--- config.mk ---
export PLATFORM = sky130hd
export DESIGN_NAME = hvseq_top
export DESIGN_NICKNAME = d
export VERILOG_FILES = /design/src/hvseq_pkg.sv /design/src/hvseq_tick.sv /design/src/hvseq_qual.sv /design/src/hvseq_top.sv
export VERILOG_INCLUDE_DIRS = /design/src
export SDC_FILE = /design/constraint.sdc
export NUM_CORES = 1
export LEC_CHECK = 0
export ABC_AREA = 1
export BUFFER_PORTS_ARGS = -buffer_cell sky130_fd_sc_hd__buf_2
export CAP_MARGIN = 10
export CORE_MARGIN = 2
export CORE_UTILIZATION = 54
export DETAILED_ROUTE_END_ITERATION = 8
export PLACE_DENSITY = 0.81
export SKIP_CTS_REPAIR_TIMING = 1
export SYNTH_ARGS = -nofsm -noshare
export SYNTH_HDL_FRONTEND = slang
export SYNTH_SLANG_ARGS = --single-unit
export TNS_END_PERCENT = 50
--- constraint.sdc ---
create_clock -name CLK_SYS -period 6.3 [get_ports CLK_SYS]
set_clock_uncertainty 0.1 [all_clocks]
set_input_delay 0.945 -clock CLK_SYS [delete_from_list [all_inputs] [get_ports CLK_SYS]]
set_output_delay 0.945 -clock CLK_SYS [all_outputs]
set_load 0.02 [all_outputs]
--- src/hvseq_defs.svh ---
`ifndef HVSEQ_DEFS_SVH
`define HVSEQ_DEFS_SVH

// timebase
`define HVSEQ_CLK_MHZ 100
`define HVSEQ_TICK_MS 1000
`define HVSEQ_TICK_W 27

// delays in seconds; +1 tick so a least time is never cut short
`define HVSEQ_QUAL_S 5
`define HVSEQ_STAG_S 5
`define HVSEQ_LEAD_S 10
`define HVSEQ_POST_S 90
`define HVSEQ_QUAL_TICKS (3'(`HVSEQ_QUAL_S + 1))
`define HVSEQ_STAG_TICKS (3'(`HVSEQ_STAG_S + 1))
`define HVSEQ_LEAD_TICKS (7'(`HVSEQ_LEAD_S + 1))
`define HVSEQ_POST_TICKS (7'(`HVSEQ_POST_S + 1))

// reduced indoor speed share
`define HVSEQ_PCT_NUM 16'd80
`define HVSEQ_PCT_DEN 16'd100

// request count and local-control address
`define HVSEQ_NREQ 5
`define HVSEQ_ADDR_LOCAL 4'h0

// register byte offsets
`define HVSEQ_REG_CTRL 8'h00
`define HVSEQ_REG_SPEED 8'h04
`define HVSEQ_REG_STATUS 8'h08

// speed reset values
`define HVSEQ_SPD_Y1_RST 8'h99
`define HVSEQ_SPD_Y2_RST 8'hcc
`define HVSEQ_SPD_OFM_RST 8'hff

`endif

--- src/hvseq_pkg.sv ---
`include "hvseq_defs.svh"

package hvseq_pkg;

  typedef struct packed {
    logic second_step_cool_request;
    logic first_step_cool_request;
    logic heat_request;
    logic moisture_removal_request;
    logic fan_only_request;
  } hvseq_req_t;

  typedef struct packed {
    logic [7:0] ofm;
    logic [7:0] y2;
    logic [7:0] y1;
  } hvseq_spd_t;

  typedef enum logic [1:0] {
    ST_IDLE = 2'b00,
    ST_LEAD = 2'b01,
    ST_RUN = 2'b11,
    ST_POST = 2'b10
  } hvseq_state_t;

  typedef struct packed {
    logic [`HVSEQ_TICK_W-1:0] cnt;
    logic tick;
  } hvseq_tick_st_t;

  typedef struct packed {
    logic [`HVSEQ_NREQ-1:0][2:0] cnt;
    logic [`HVSEQ_NREQ-1:0] q;
  } hvseq_qual_st_t;

  typedef struct packed {
    logic [11:0] sync1;
    logic [11:0] sync2;
    logic ack;
    logic [31:0] rdat;
    hvseq_req_t net;
    hvseq_spd_t spd;
    hvseq_state_t fsm;
    logic [6:0] tmr;
    logic [2:0] stag;
    logic [7:0] hold;
    logic [7:0] fan;
    logic [7:0] ofm;
    logic cc1;
    logic cc2;
    logic heat;
    logic lead_ok;
    logic last_op;
  } hvseq_top_st_t;

endpackage

--- src/hvseq_tick.sv ---
`timescale 1ns/1ps
`include "hvseq_defs.svh"

module hvseq_tick
  import hvseq_pkg::*;
#(
  parameter int TICK_CYCLES = `HVSEQ_TICK_MS * 1000 * `HVSEQ_CLK_MHZ
) (
  // clock and reset
  input wire logic clk_sys,
  input wire logic sys_rst,
  input wire logic clk_en,
  // one-cycle pulse per second
  output logic tick
);

  hvseq_tick_st_t r;
  hvseq_tick_st_t n;

  always_comb begin
    n = r;
    n.tick = 1'b0;
    if (r.cnt == `HVSEQ_TICK_W'(TICK_CYCLES - 1)) begin
      n.cnt = '0;
      n.tick = 1'b1;
    end else begin
      n.cnt = r.cnt + `HVSEQ_TICK_W'(1);
    end
  end

  always_ff @(posedge clk_sys or posedge sys_rst) begin
    if (sys_rst) begin
      r <= '0;
    end else if (clk_en) begin
      r <= n;
    end
  end

  assign tick = r.tick;

endmodule // hvseq_tick

--- src/hvseq_qual.sv ---
`timescale 1ns/1ps
`include "hvseq_defs.svh"

module hvseq_qual
  import hvseq_pkg::*;
(
  // clock and reset
  input wire logic clk_sys,
  input wire logic sys_rst,
  input wire logic clk_en,
  input wire logic tick,
  // raw and qualified requests
  input wire hvseq_req_t raw,
  output hvseq_req_t qual
);

  hvseq_qual_st_t r;
  hvseq_qual_st_t n;
  logic [`HVSEQ_NREQ-1:0] rv;
  logic [`HVSEQ_NREQ-1:0][2:0] nc;
  logic [`HVSEQ_NREQ-1:0] nq;

  assign rv = raw;

  // any drop restarts the count, so only continuous requests qualify
  for (genvar i = 0; i < `HVSEQ_NREQ; i++) begin : g_req
    assign nc[i] = !rv[i] ? 3'h0 :
                   (tick && r.cnt[i] != `HVSEQ_QUAL_TICKS) ?
                   r.cnt[i] + 3'h1 : r.cnt[i];
    assign nq[i] = (nc[i] == `HVSEQ_QUAL_TICKS);
  end

  always_comb begin
    n = r;
    n.cnt = nc;
    n.q = nq;
  end

  always_ff @(posedge clk_sys or posedge sys_rst) begin
    if (sys_rst) begin
      r <= '0;
    end else if (clk_en) begin
      r <= n;
    end
  end

  assign qual = hvseq_req_t'(r.q);

endmodule // hvseq_qual

--- src/hvseq_top.sv ---
// Decided for this implementation: the address map and the Wishbone register port.
`timescale 1ns/1ps
`include "hvseq_defs.svh"

module hvseq_top
  import hvseq_pkg::*;
#(
  parameter int TICK_CYCLES = `HVSEQ_TICK_MS * 1000 * `HVSEQ_CLK_MHZ
) (
  // clock, reset, enable
  input wire logic CLK_SYS,
  input wire logic SYS_RST,
  input wire logic CLK_EN,
  // wishbone slave
  input wire logic WB_CYC_I,
  input wire logic WB_STB_I,
  input wire logic WB_WE_I,
  input wire logic [7:0] WB_ADR_I,
  input wire logic [3:0] WB_SEL_I,
  input wire logic [31:0] WB_DAT_I,
  output logic [31:0] WB_DAT_O,
  output logic WB_ACK_O,
  // board pins
  input wire hvseq_req_t THERMO_REQ,
  input wire logic [3:0] NET_ADDR,
  input wire logic FAN_CYCLE_SWITCH_IN,
  input wire logic SUPPLY_OK,
  input wire logic FAULT_ACTIVE,
  // drives
  output logic COMPRESSOR_ONE_OUT,
  output logic COMPRESSOR_TWO_OUT,
  output logic HEATER_OUT,
  output logic [7:0] INDOOR_FAN_SPEED,
  output logic [7:0] OUTDOOR_FAN_SPEED
);

  localparam hvseq_top_st_t TOP_RST = '{
    sync1: '0, sync2: '0, ack: 1'b0, rdat: '0, net: '0,
    spd: '{ofm: `HVSEQ_SPD_OFM_RST, y2: `HVSEQ_SPD_Y2_RST,
           y1: `HVSEQ_SPD_Y1_RST},
    fsm: ST_IDLE, tmr: '0, stag: '0, hold: '0, fan: '0, ofm: '0,
    cc1: 1'b0, cc2: 1'b0, heat: 1'b0, lead_ok: 1'b0, last_op: 1'b0};

  hvseq_top_st_t r;
  hvseq_top_st_t n;
  hvseq_req_t pin_req;
  hvseq_req_t src;
  hvseq_req_t q;
  logic [3:0] addr_s;
  logic fcc_s, sup_s, flt_s, tick;
  logic cool, heat_w, op_any, any_req, normal, run_now;
  logic cc1_want, cc2_want, bus_wr;
  logic [7:0] spd80, want;
  logic [31:0] rd_word, wr_word;
  logic [4:0] qv, srcv;

  function automatic logic [31:0] wmerge(input logic [31:0] old,
      input logic [31:0] dat, input logic [3:0] sel);
    logic [31:0] m;
    m = old;
    for (int b = 0; b < 4; b++) begin
      if (sel[b]) begin
        m[b*8 +: 8] = dat[b*8 +: 8];
      end
    end
    return m;
  endfunction

  // two-stage synchronised pins
  assign pin_req = hvseq_req_t'(r.sync2[4:0]);
  assign addr_s = r.sync2[8:5];
  assign fcc_s = r.sync2[9];
  assign sup_s = r.sync2[10];
  assign flt_s = r.sync2[11];
  assign src = (addr_s == `HVSEQ_ADDR_LOCAL) ? pin_req : r.net;

  hvseq_tick #(
    .TICK_CYCLES(TICK_CYCLES)
  ) u_tick (
    .clk_sys(CLK_SYS),
    .sys_rst(SYS_RST),
    .clk_en(CLK_EN),
    .tick(tick)
  );

  hvseq_qual u_qual (
    .clk_sys(CLK_SYS),
    .sys_rst(SYS_RST),
    .clk_en(CLK_EN),
    .tick(tick),
    .raw(src),
    .qual(q)
  );

  assign qv = q;
  assign srcv = src;

  // arbitration; cooling masks heat so compressors and heater never mix
  assign cool = q.first_step_cool_request | q.second_step_cool_request;
  assign heat_w = q.heat_request & ~cool;
  assign op_any = cool | q.heat_request | q.moisture_removal_request;
  assign any_req = op_any | q.fan_only_request;
  assign normal = sup_s & ~flt_s;

  assign spd80 = 8'((16'(r.spd.y2) * `HVSEQ_PCT_NUM) / `HVSEQ_PCT_DEN);
  assign want = q.second_step_cool_request ? r.spd.y2 :
                q.first_step_cool_request ? r.spd.y1 :
                (q.heat_request | q.moisture_removal_request) ? spd80 :
                q.fan_only_request ? r.spd.y2 : 8'h00;

  // register file
  assign bus_wr = WB_CYC_I & WB_STB_I & WB_WE_I & r.ack;
  always_comb begin
    case ({WB_ADR_I[7:2], 2'b00})
      `HVSEQ_REG_CTRL: rd_word = {27'h0, r.net};
      `HVSEQ_REG_SPEED: rd_word = {8'h00, r.spd};
      `HVSEQ_REG_STATUS: rd_word = {15'h0, addr_s, fcc_s, flt_s, sup_s,
                                    r.fsm, r.heat, r.cc2, r.cc1, qv};
      default: rd_word = 32'h0;
    endcase
  end
  assign wr_word = wmerge(rd_word, WB_DAT_I, WB_SEL_I);

  always_comb begin
    n = r;
    n.sync1 = {FAULT_ACTIVE, SUPPLY_OK, FAN_CYCLE_SWITCH_IN, NET_ADDR,
               THERMO_REQ};
    n.sync2 = r.sync1;
    n.ack = WB_CYC_I & WB_STB_I & ~r.ack;
    if (n.ack) begin
      n.rdat = rd_word;
    end
    if (bus_wr) begin
      case ({WB_ADR_I[7:2], 2'b00})
        `HVSEQ_REG_CTRL: n.net = hvseq_req_t'(wr_word[4:0]);
        `HVSEQ_REG_SPEED: n.spd = hvseq_spd_t'(wr_word[23:0]);
        default: n.ack = n.ack;
      endcase
    end

    // indoor fan sequencer
    case (r.fsm)
      ST_IDLE: begin
        if (heat_w) begin
          n.fsm = ST_LEAD;
          n.tmr = `HVSEQ_LEAD_TICKS;
        end else if (any_req) begin
          n.fsm = ST_RUN;
        end
      end
      ST_LEAD: begin
        if (!any_req) begin
          n.fsm = ST_POST;
          n.tmr = `HVSEQ_POST_TICKS;
        end else if (!heat_w) begin
          n.fsm = ST_RUN;
        end else if (r.tmr == 7'h0) begin
          n.fsm = ST_RUN;
          n.lead_ok = 1'b1;
        end else if (tick) begin
          n.tmr = r.tmr - 7'h1;
        end
      end
      ST_RUN: begin
        if (!any_req) begin
          // lone fan stops at once; real operations get the post-run
          n.fsm = r.last_op ? ST_POST : ST_IDLE;
          n.tmr = `HVSEQ_POST_TICKS;
        end else if (heat_w && !r.lead_ok) begin
          n.fsm = ST_LEAD;
          n.tmr = `HVSEQ_LEAD_TICKS;
        end
      end
      ST_POST: begin
        if (any_req) begin
          n.fsm = heat_w ? ST_LEAD : ST_RUN;
          n.tmr = `HVSEQ_LEAD_TICKS;
        end else if (r.tmr == 7'h0) begin
          n.fsm = ST_IDLE;
        end else if (tick) begin
          n.tmr = r.tmr - 7'h1;
        end
      end
      default: n.fsm = ST_IDLE;
    endcase
    if (!heat_w) begin
      n.lead_ok = 1'b0;
    end
    if (n.fsm == ST_RUN || n.fsm == ST_LEAD) begin
      n.last_op = op_any;
      n.hold = want;
    end

    // compressors, staggered against inrush
    run_now = (n.fsm == ST_RUN);
    cc1_want = normal & run_now & q.first_step_cool_request;
    cc2_want = normal & run_now & q.second_step_cool_request;
    n.cc1 = cc1_want & (r.cc1 | (r.stag == 3'h0));
    n.cc2 = cc2_want & (r.cc2 |
            ((r.stag == 3'h0) & ~(cc1_want & ~r.cc1)));
    if ((n.cc1 & ~r.cc1) | (n.cc2 & ~r.cc2)) begin
      n.stag = `HVSEQ_STAG_TICKS;
    end else if (tick && r.stag != 3'h0) begin
      n.stag = r.stag - 3'h1;
    end

    // heater: single stage, only after the fan lead, never with compressors
    n.heat = normal & run_now & heat_w & n.lead_ok &
             ~n.cc1 & ~n.cc2;
    n.fan = (sup_s && n.fsm != ST_IDLE) ? n.hold : 8'h00;
    n.ofm = ((n.cc1 | n.cc2) & fcc_s) ? r.spd.ofm : 8'h00;
  end

  always_ff @(posedge CLK_SYS or posedge SYS_RST) begin
    if (SYS_RST) begin
      r <= TOP_RST;
    end else if (CLK_EN) begin
      r <= n;
    end
  end

  assign WB_ACK_O = r.ack;
  assign WB_DAT_O = r.rdat;
  assign COMPRESSOR_ONE_OUT = r.cc1;
  assign COMPRESSOR_TWO_OUT = r.cc2;
  assign HEATER_OUT = r.heat;
  assign INDOOR_FAN_SPEED = r.fan;
  assign OUTDOOR_FAN_SPEED = r.ofm;
endmodule // hvseq_top

==> results of run 1 <==
synthesized netlist by cell type, types with 18 or more instances:
library cell	count	share of area
a21oi_1	29	0.014
buf_4	48	0.034
clkbuf_1	35	0.013
dfrtp_1	151	0.36
ha_1	30	0.036
inv_1	164	0.059
inv_2	18	0.0064
nand2_1	371	0.13
nand2_2	28	0.017
nand3_1	70	0.033
nand4_1	29	0.017
nor2_1	94	0.034
nor3_1	25	0.012
o21ai_0	126	0.060
o22ai_1	36	0.021
sequential cells by signal, indices dropped and copies added, names as in the netlist:
| name | count |
|---|---|
| r | 52 |
| u_tick.r | 27 |
| WB_DAT_O | 24 |
| u_qual.r | 15 |
| n | 12 |
| INDOOR_FAN_SPEED | 8 |
| OUTDOOR_FAN_SPEED | 8 |
| pin_req | 5 |
| u_qual.qual | 5 |
| addr_s | 4 |
| COMPRESSOR_ONE_OUT | 1 |
| COMPRESSOR_TWO_OUT | 1 |
| HEATER_OUT | 1 |
| WB_ACK_O | 1 |
| fcc_s | 1 |
| flt_s | 1 |
| u_tick.tick | 1 |
area by class of cell:
class                   instances  area (um^2)
multi-input cells             978         5570
fillers                      1588         6930
inverters                     186          706
repair buffers                157          958
well taps                     265          332
clock inverters                12          130
clock buffers                  20          447
flip-flops and latches        167         4200
critical path, delay by kind of cell (launching register included):
| family | cells | cell delay, ps |
|---|---|---|
| simple gates | 50 | 4730 |
| fa+ha+maj | 4 | 760 |
| flops | 1 | 600 |
| buf+inv | 2 | 160 |
layer usage:
metal	GRT usage	vias up	part of all wire
li1	-	4783	-
met3	0.0337	52	0.049
met1	0.329	4654	0.42
met2	0.423	316	0.51
met4	0.0717	0	0.021
met5	0	-	0
cell usage in the layout, fill, tap and decap left out, types with 8 or more instances in the layout:
cell	n
o22ai_1	36
nand2_2	45
nand3_2	15
nor2_4	8
dfstp_2	16
o21ai_0	120
ha_4	11
a21oi_1	29
nand2_1	343
nand3b_1	9
nand2_4	18
o31ai_1	10
conb_1	8
dfrtp_1	149
xor2_1	16
nor2_1	88
ha_1	19
buf_2	94
nand3_1	60
clkbuf_16	17
inv_2	21
nand4_1	29
buf_4	60
inv_1	159
nor3_1	24
stage by stage:
step,utilization,cells,hold slack (ps)
3_5_place_dp,0.583,1741,359
3_3_place_gp,0.583,1741,359
6_report,0.641,1785,377
2_1_floorplan,-,1417,342
4_1_cts,0.613,1773,376
5_1_grt,0.641,1785,390
logic make-up after synthesis:
group                    Yosys count  synth area share
adder cells (fa/ha/maj)           31            0.0376
AND/OR/NAND/NOR                  666             0.288
buffers and inverters            272             0.114
multiplexers                       1          0.000953
XOR/XNOR                          24            0.0207
other                              1          0.000357
AO/OA/AOI/OAI                    248             0.138
flip-flops                       167             0.400
power by group through the flow:
stage	Combinational, mW	Clock [mW]	Sequential (mW)
2_1_floorplan	2.20	0	1.21
3_3_place_gp	2.89	0	1.23
3_5_place_dp	2.97	0	1.23
4_1_cts	2.98	1.04	1.21
5_1_grt	4.08	1.08	1.22
6_report	3.73	1.03	1.21
worst paths after layout:
check	startpoint	endpoint	slack, ps	cells past startpoint
worst min register to register	r[21]	r[21]	380	2
max in group asynchronous	SYS_RST	WB_DAT_O[23]	4140	3
min in group asynchronous	SYS_RST	n[114]	640	2
worst max register to register	r[51]	r[21]	-150	56
worst max-delay path	r[51]	r[21]	-150	56
worst min-delay path	r[21]	r[21]	380	2
==> flow_summary.toml, run 1 <==
[timing]
finalSetupTns_ps = -308
rsz0062_at_grt = "true"
hold_viol = 0
worst_slack_ps = -146
finalSetupViolations = 3
post-route-period-util = 1.02
period_minus_slack_ps = 6450
worst_pin_slew_ps = 1190
max_slew_margin = 0.205
final_max_slew_viol_count = 0
fmax_mhz = 155

[place]
dp_slack_ps = -119
dp_hpwl_mm = 18.3
port_buffers = 94
gp_congestion = 0.911
placed_area_um2 = 11200

[setup_path]
cp_data_arrival_time_ps = 6710
path_common_cell = "nand2_2"
path_max_fanout = 7
slowest_delay_ps = 600
critPathSlowestCell = "dfstp_2"
critical_path_class = "reg2reg"
end_kind = "register"
cp-start-kind = "register"
required_ps = 6570

[pwr]
p_leak_nw = 6.19
clkPwrFrac = 0.172
p_total_mw = 5.97
p_comb_frac = 0.625
seq_power_share = 0.203
power_density_nw_per_um2 = 483
irDropWorstVdd_mv = 0.454
switching_share = 0.461
p_int_mw = 3.21
p_sw_mw = 2.75

[cts]
cts_sinks = 167
clkSlewWorstSetupHoldPaths_ps = 70
cts_htree_levels = 4
cts_tree = "yes"
cts_made_buffers = 17
clk_latency_ps = 430
clock-root-buffer = "clkbuf_16"
cts_buffer_depth = 2

[run_status]
violations = "negative setup slack"
status = "complete, but fails checks"

[hold_path]
min_path_type = "reg2reg"

[route]
post_drt_wl_per_cell_um = 14.9
ant_nets = 0
drt-total-wl_mm = 26.5
route.vias.total = 9805
drt_pass1_iterations = 5
drc = 0
drtIter0Drc = 684
vias_per_cell = 5.49

[finish]
antenna_cells = 0
design_area_um2 = 12300
nets = 1600
drive_gt1_frac = 0.232
area_growth_syn_to_layout_pct = 17.5

[floorplan]
rows = 51
start_util = 0.545
dieHeight_um = 143
io_pins = 114
die_area_um2 = 20600
core_um2 = 19300
die_w_um = 143

[synth]
syn_inst = 1410
synth_cell_types = 55
ys_warn_count = 0
synth-seq-area-share = 0.400
synth-edff-count = 0
async_flop_share = 1.00
ys.flop_type = "dfrtp_1"
netlist_area_um2 = 10500
avgSynthCellArea_um2 = 7.45
ys_ff_latch = 167

[global_route]
grt_pass1_wl_mm = 41.2
grt_pass1_vias = 8689
antenna_found_initial = 0
grtUsageTotal = 0.247
overflow = 0
grt_start_max_net_pins = 108

[run]
max_cap_violations = 0
Note: power is estimated with default switching activity, not from simulation.
==> run 2, diff against run 1 <==
--- a/config.mk
+++ b/config.mk
@@ -13,7 +13,6 @@
 export CORE_UTILIZATION = 54
 export DETAILED_ROUTE_END_ITERATION = 8
 export PLACE_DENSITY = 0.81
-export SKIP_CTS_REPAIR_TIMING = 1
 export SYNTH_ARGS = -nofsm -noshare
 export SYNTH_HDL_FRONTEND = slang
 export SYNTH_SLANG_ARGS = --single-unit
==> flow_summary.toml, run 2 (synthesis gave the netlist of run 1 again) <==
[finish]
antenna_cells = 0
regArea_um2 = 4200
nFillCells = 1565
final_cell_mix = "343 x nand2_1, 159 x inv_1, 150 x dfrtp_1, 123 x o21ai_0, 94 x buf_2"
largest_reg_flops = 52
nets = 1604
design_area_um2 = 12400
final_common_cell = "nand2_1"
fin_util = 0.645
multiInputGateArea_um2 = 5620
area_growth_syn_to_layout_pct = 18.3
drive_gt1_frac = 0.236
top_register = "r"

[timing]
period_minus_slack_ps = 6350
rsz0062_at_grt = "true"
worst_pin_slew_ps = 1190
max_slew_margin = 0.208
hold_viol = 0
finalSetupViolations = 3
post-route-period-util = 1.01
final_max_slew_viol_count = 0
worst_slack_ps = -51.0
fmax_mhz = 157
finalSetupTns_ps = -104

[route]
drc = 0
ant_nets = 0
route.vias.total = 9818
drtIter0Drc = 694
drt-total-wl_mm = 26.4
vias_per_cell = 5.49
post_drt_wl_per_cell_um = 14.8
drt_pass1_iterations = 8

[global_route]
antenna_found_initial = 0
grt_pass1_vias = 8735
overflow = 0
grt_start_max_net_pins = 108
grt_pass1_wl_mm = 41.6
grtUsageTotal = 0.250

[hold_path]
hp-start = "n[112]"
worstHoldEndpoint = "n[112]"
min_path_type = "reg2reg"
whs_path_depth = 2

[place]
port_buffers = 94
placed_area_um2 = 11200
dp_slack_ps = -119
gp_congestion = 0.911
dp_hpwl_mm = 18.3

[floorplan]
start_util = 0.545
core_um2 = 19300
die_area_um2 = 20600
io_pins = 114
rows = 51
dieHeight_um = 143
die_w_um = 143

[setup_path]
slowest_delay_ps = 590
rr_endpoint = "r[21]"
path_max_fanout = 8
rrSetupSlack_ps = -50
end_kind = "register"
cp-start-kind = "register"
required_ps = 6520
reg2reg_depth = 55
path_common_cell = "nand2_2"
critical_path_class = "reg2reg"
worstReg2RegStart = "r[51]"
critPathSlowestCell = "dfstp_2"
cp_data_arrival_time_ps = 6570

[run]
max_cap_violations = 0

[cts]
cts_htree_levels = 4
cts_sinks = 167
clock-root-buffer = "clkbuf_16"
cts_tree = "yes"
cts_buffer_depth = 2
clkSlewWorstSetupHoldPaths_ps = 70
cts_made_buffers = 17
clk_latency_ps = 430

[pwr]
p_leak_nw = 6.24
irDropWorstVdd_mv = 0.542
power_density_nw_per_um2 = 494

[run_status]
violations = "negative setup slack"
status = "complete, but fails checks"
[run 2: cell types whose count changed in the layout (fill, tap and decap cells not counted), sizes merged]
cell / before / now
buf: 157 / 161
[run 2: cell type report]
class                           count  share of cell area
Timing Repair Buffer              161              0.0802
Tap cell                          265              0.0267
Clock inverter                     12              0.0105
Multi-Input combinational cell    978               0.452
Inverter                          186              0.0570
Clock buffer                       20              0.0359
Sequential cell                   167               0.338
[run 2: critical path: cells and delay by family, from the launching register on]
family | cells | cell delay [ps]
adders and majority gates | 5 | 980
AOI/OAI and AO/OA | 1 | 120
and+or+nand+nor | 45 | 4200
buffers and inverters | 4 | 240
DFF | 1 | 590
[run 2: through the flow]
stage               std cells  hold slack, ps  total power [mW]
floorplan                1417             342              3.41
global placement         1741             359              4.11
detailed placement       1741             359              4.20
CTS                      1781             376              5.38
global route             1789             390              6.56
finish                   1789             373              6.14
[run 2: worst max path at each step]
stage / slack (ps) / from / end
floorplan: 390 / r[51] / INDOOR_FAN_SPEED[0]
finish: -50 / r[51] / r[21]
global placement: 6 / r[51] / INDOOR_FAN_SPEED[0]
global route: -490 / r[51] / r[21]
CTS: 0.5 / r[52] / INDOOR_FAN_SPEED[0]
detailed placement: -120 / r[51] / INDOOR_FAN_SPEED[0]
[run 2: timing repair]
| action | in CTS | in global routing |
|---|---|---|
| setup buffers | 8 | 8 |
| setup endpoints to repair | 4 | 6 |
| hold buffers | 0 | 0 |
| pin swaps | 29 | 53 |
| hold endpoints to repair | 0 | 0 |
| resized for setup | 27 | 82 |
[run 2: power by group]
group | switching (mW) | total [mW] | leakage [nW] | internal (mW)
registers | 0.0616 | 1.21 | 2.12 | 1.15
clock network | 0.434 | 1.03 | 0.268 | 0.593
logic | 2.33 | 3.90 | 3.86 | 1.57
[run 2: routing by layer]
layer  vias to the layer above  global-route usage  part of all wire  wire length (um)
met4                         0              0.0691             0.019               512
li1                       4777                   -                 -                 -
met5                         -                   0                 0                 0
met1                      4661               0.332              0.43             11400
met3                        51              0.0333             0.048              1270
met2                       329               0.430              0.50             13200
==> run 3, diff against run 2 <==
--- a/config.mk
+++ b/config.mk
@@ -10,9 +10,10 @@
 export BUFFER_PORTS_ARGS = -buffer_cell sky130_fd_sc_hd__buf_2
 export CAP_MARGIN = 10
 export CORE_MARGIN = 2
-export CORE_UTILIZATION = 54
+export CORE_UTILIZATION = 60
 export DETAILED_ROUTE_END_ITERATION = 8
-export PLACE_DENSITY = 0.81
+export PLACE_DENSITY = 0.85
+export SKIP_CTS_REPAIR_TIMING = 1
 export SYNTH_ARGS = -nofsm -noshare
 export SYNTH_HDL_FRONTEND = slang
 export SYNTH_SLANG_ARGS = --single-unit
==> constraint.sdc (replaced) <==
create_clock -name CLK_SYS -period 7.3 [get_ports CLK_SYS]
set_clock_uncertainty 0.1 [all_clocks]
set_input_delay 1.095 -clock CLK_SYS [delete_from_list [all_inputs] [get_ports CLK_SYS]]
set_output_delay 1.095 -clock CLK_SYS [all_outputs]
set_load 0.02 [all_outputs]
==> flow_summary.toml, run 3 (synthesis gave the netlist of run 1 again) <==
[hold_path]
worstHoldEndpoint = "n[108]"
hp-start = "n[108]"
whs_path_depth = 2
min_path_type = "reg2reg"

[setup_path]
rr_endpoint = "INDOOR_FAN_SPEED[0]"
critical_path_class = "reg2reg"
path_common_cell = "nand2_1"
end_kind = "register"
cp_data_arrival_time_ps = 6920
reg2reg_depth = 52
path_max_fanout = 9
cp-start-kind = "register"
critPathSlowestCell = "dfstp_2"
worstReg2RegStart = "r[51]"
slowest_delay_ps = 600
required_ps = 7520
rrSetupSlack_ps = 590

[pwr]
clkPwrFrac = 0.215
power_density_nw_per_um2 = 372
p_int_mw = 2.32
p_leak_nw = 5.92
p_comb_frac = 0.540
switching_share = 0.458
p_sw_mw = 1.96
irDropWorstVdd_mv = 0.584
seq_power_share = 0.245

[cts]
clkSlewWorstSetupHoldPaths_ps = 60
cts_buffer_depth = 2
cts_sinks = 167
clk_latency_ps = 440
cts_made_buffers = 17
clock-root-buffer = "clkbuf_16"
cts_htree_levels = 4
cts_tree = "yes"

[finish]
stdcell_count = 1693
area_growth_syn_to_layout_pct = 9.43
drive_gt1_frac = 0.161
nets = 1548
final_cell_mix = "371 x nand2_1, 163 x inv_1, 149 x dfrtp_1, 125 x o21ai_0, 94 x buf_2"
regArea_um2 = 4200
nFillCells = 1399
largest_reg_flops = 52
fin_util = 0.667
antenna_cells = 0
final_common_cell = "nand2_1"
top_register = "r"
multiInputGateArea_um2 = 5160

[route]
vias_per_cell = 5.68
drt_pass1_iterations = 6
post_drt_wl_per_cell_um = 14.8
drc = 0
drt-total-wl_mm = 25.0
ant_nets = 0
drtIter0Drc = 787
route.vias.total = 9616

[run]
max_cap_violations = 0

[global_route]
grt_start_max_net_pins = 116
overflow = 0
grt_pass1_wl_mm = 41.1
grtUsageTotal = 0.276
grt_pass1_vias = 8828
antenna_found_initial = 0

[timing]
hold_viol = 0
worst_pin_slew_ps = 1010
rsz0062_at_grt = "false"
finalSetupViolations = 0
period_minus_slack_ps = 6710
max_slew_margin = 0.329
fmax_mhz = 149
finalSetupTns_ps = 0
final_max_slew_viol_count = 0
post-route-period-util = 0.919

[run_status]
status = "finished, final reports clean"

[floorplan]
io_pins = 114
die_area_um2 = 18600
dieHeight_um = 136
core_um2 = 17200
rows = 48
start_util = 0.610
die_w_um = 136

[place]
placed_cells = 1655
gp_congestion = 0.935
dp_hpwl_mm = 18.0
port_buffers = 94
run 3: area by class of cell:
| type | count | area share |
|---|---|---|
| Inverter | 186 | 0.0612 |
| Sequential cell | 167 | 0.365 |
| Tap cell | 225 | 0.0245 |
| Multi-Input combinational cell | 978 | 0.448 |
| Clock buffer | 20 | 0.0389 |
| Timing Repair Buffer | 105 | 0.0481 |
| Clock inverter | 12 | 0.0135 |
run 3: through the flow:
stage / hold WS [ps] / instance area, um^2 / worst slack, ps / power, mW
after floorplan: 342 / 10500 / 1390 / 2.94
after global placement: 358 / 10800 / 560 / 3.23
after detailed placement: 359 / 10800 / 392 / 3.32
after CTS: 375 / 11400 / 359 / 4.24
after global routing: 394 / 11500 / 13.1 / 4.61
final: 372 / 11500 / 591 / 4.28
run 3: worst max path at each step:
stage | from | end | slack [ps] | cells past startpoint
2_1_floorplan | r[51] | INDOOR_FAN_SPEED[0] | 1390 | 53
3_5_place_dp | r[50] | INDOOR_FAN_SPEED[0] | 390 | 51
4_1_cts | r[50] | INDOOR_FAN_SPEED[0] | 360 | 51
6_report | r[51] | INDOOR_FAN_SPEED[0] | 590 | 52
3_3_place_gp | r[50] | INDOOR_FAN_SPEED[0] | 560 | 51
5_1_grt | r[51] | INDOOR_FAN_SPEED[0] | 10 | 57
run 3: power groups by stage:
stage	Combinational (mW)	Clock [mW]	Sequential, mW
global route	2.59	0.966	1.06
finish	2.31	0.919	1.05
detailed placement	2.26	0	1.06
floorplan	1.90	0	1.05
CTS	2.27	0.928	1.05
global placement	2.17	0	1.06
run 3: worst max-delay path: cells and delay by family (launching register included):
family	cells	cell delay [ps]
adders and majority gates	5	1310
buffers and inverters	3	230
AOI/OAI and AO/OA	1	140
DFF	1	600
and+or+nand+nor	43	4180
run 3: layer usage:
metal,routed length (um),part of all wire,track usage,vias to the layer above
li1,-,-,-,4650
met1,10600,0.42,0.357,4556
met2,12200,0.49,0.461,342
met3,1430,0.057,0.0462,68
met4,847,0.034,0.113,0
met5,0,0,0,-
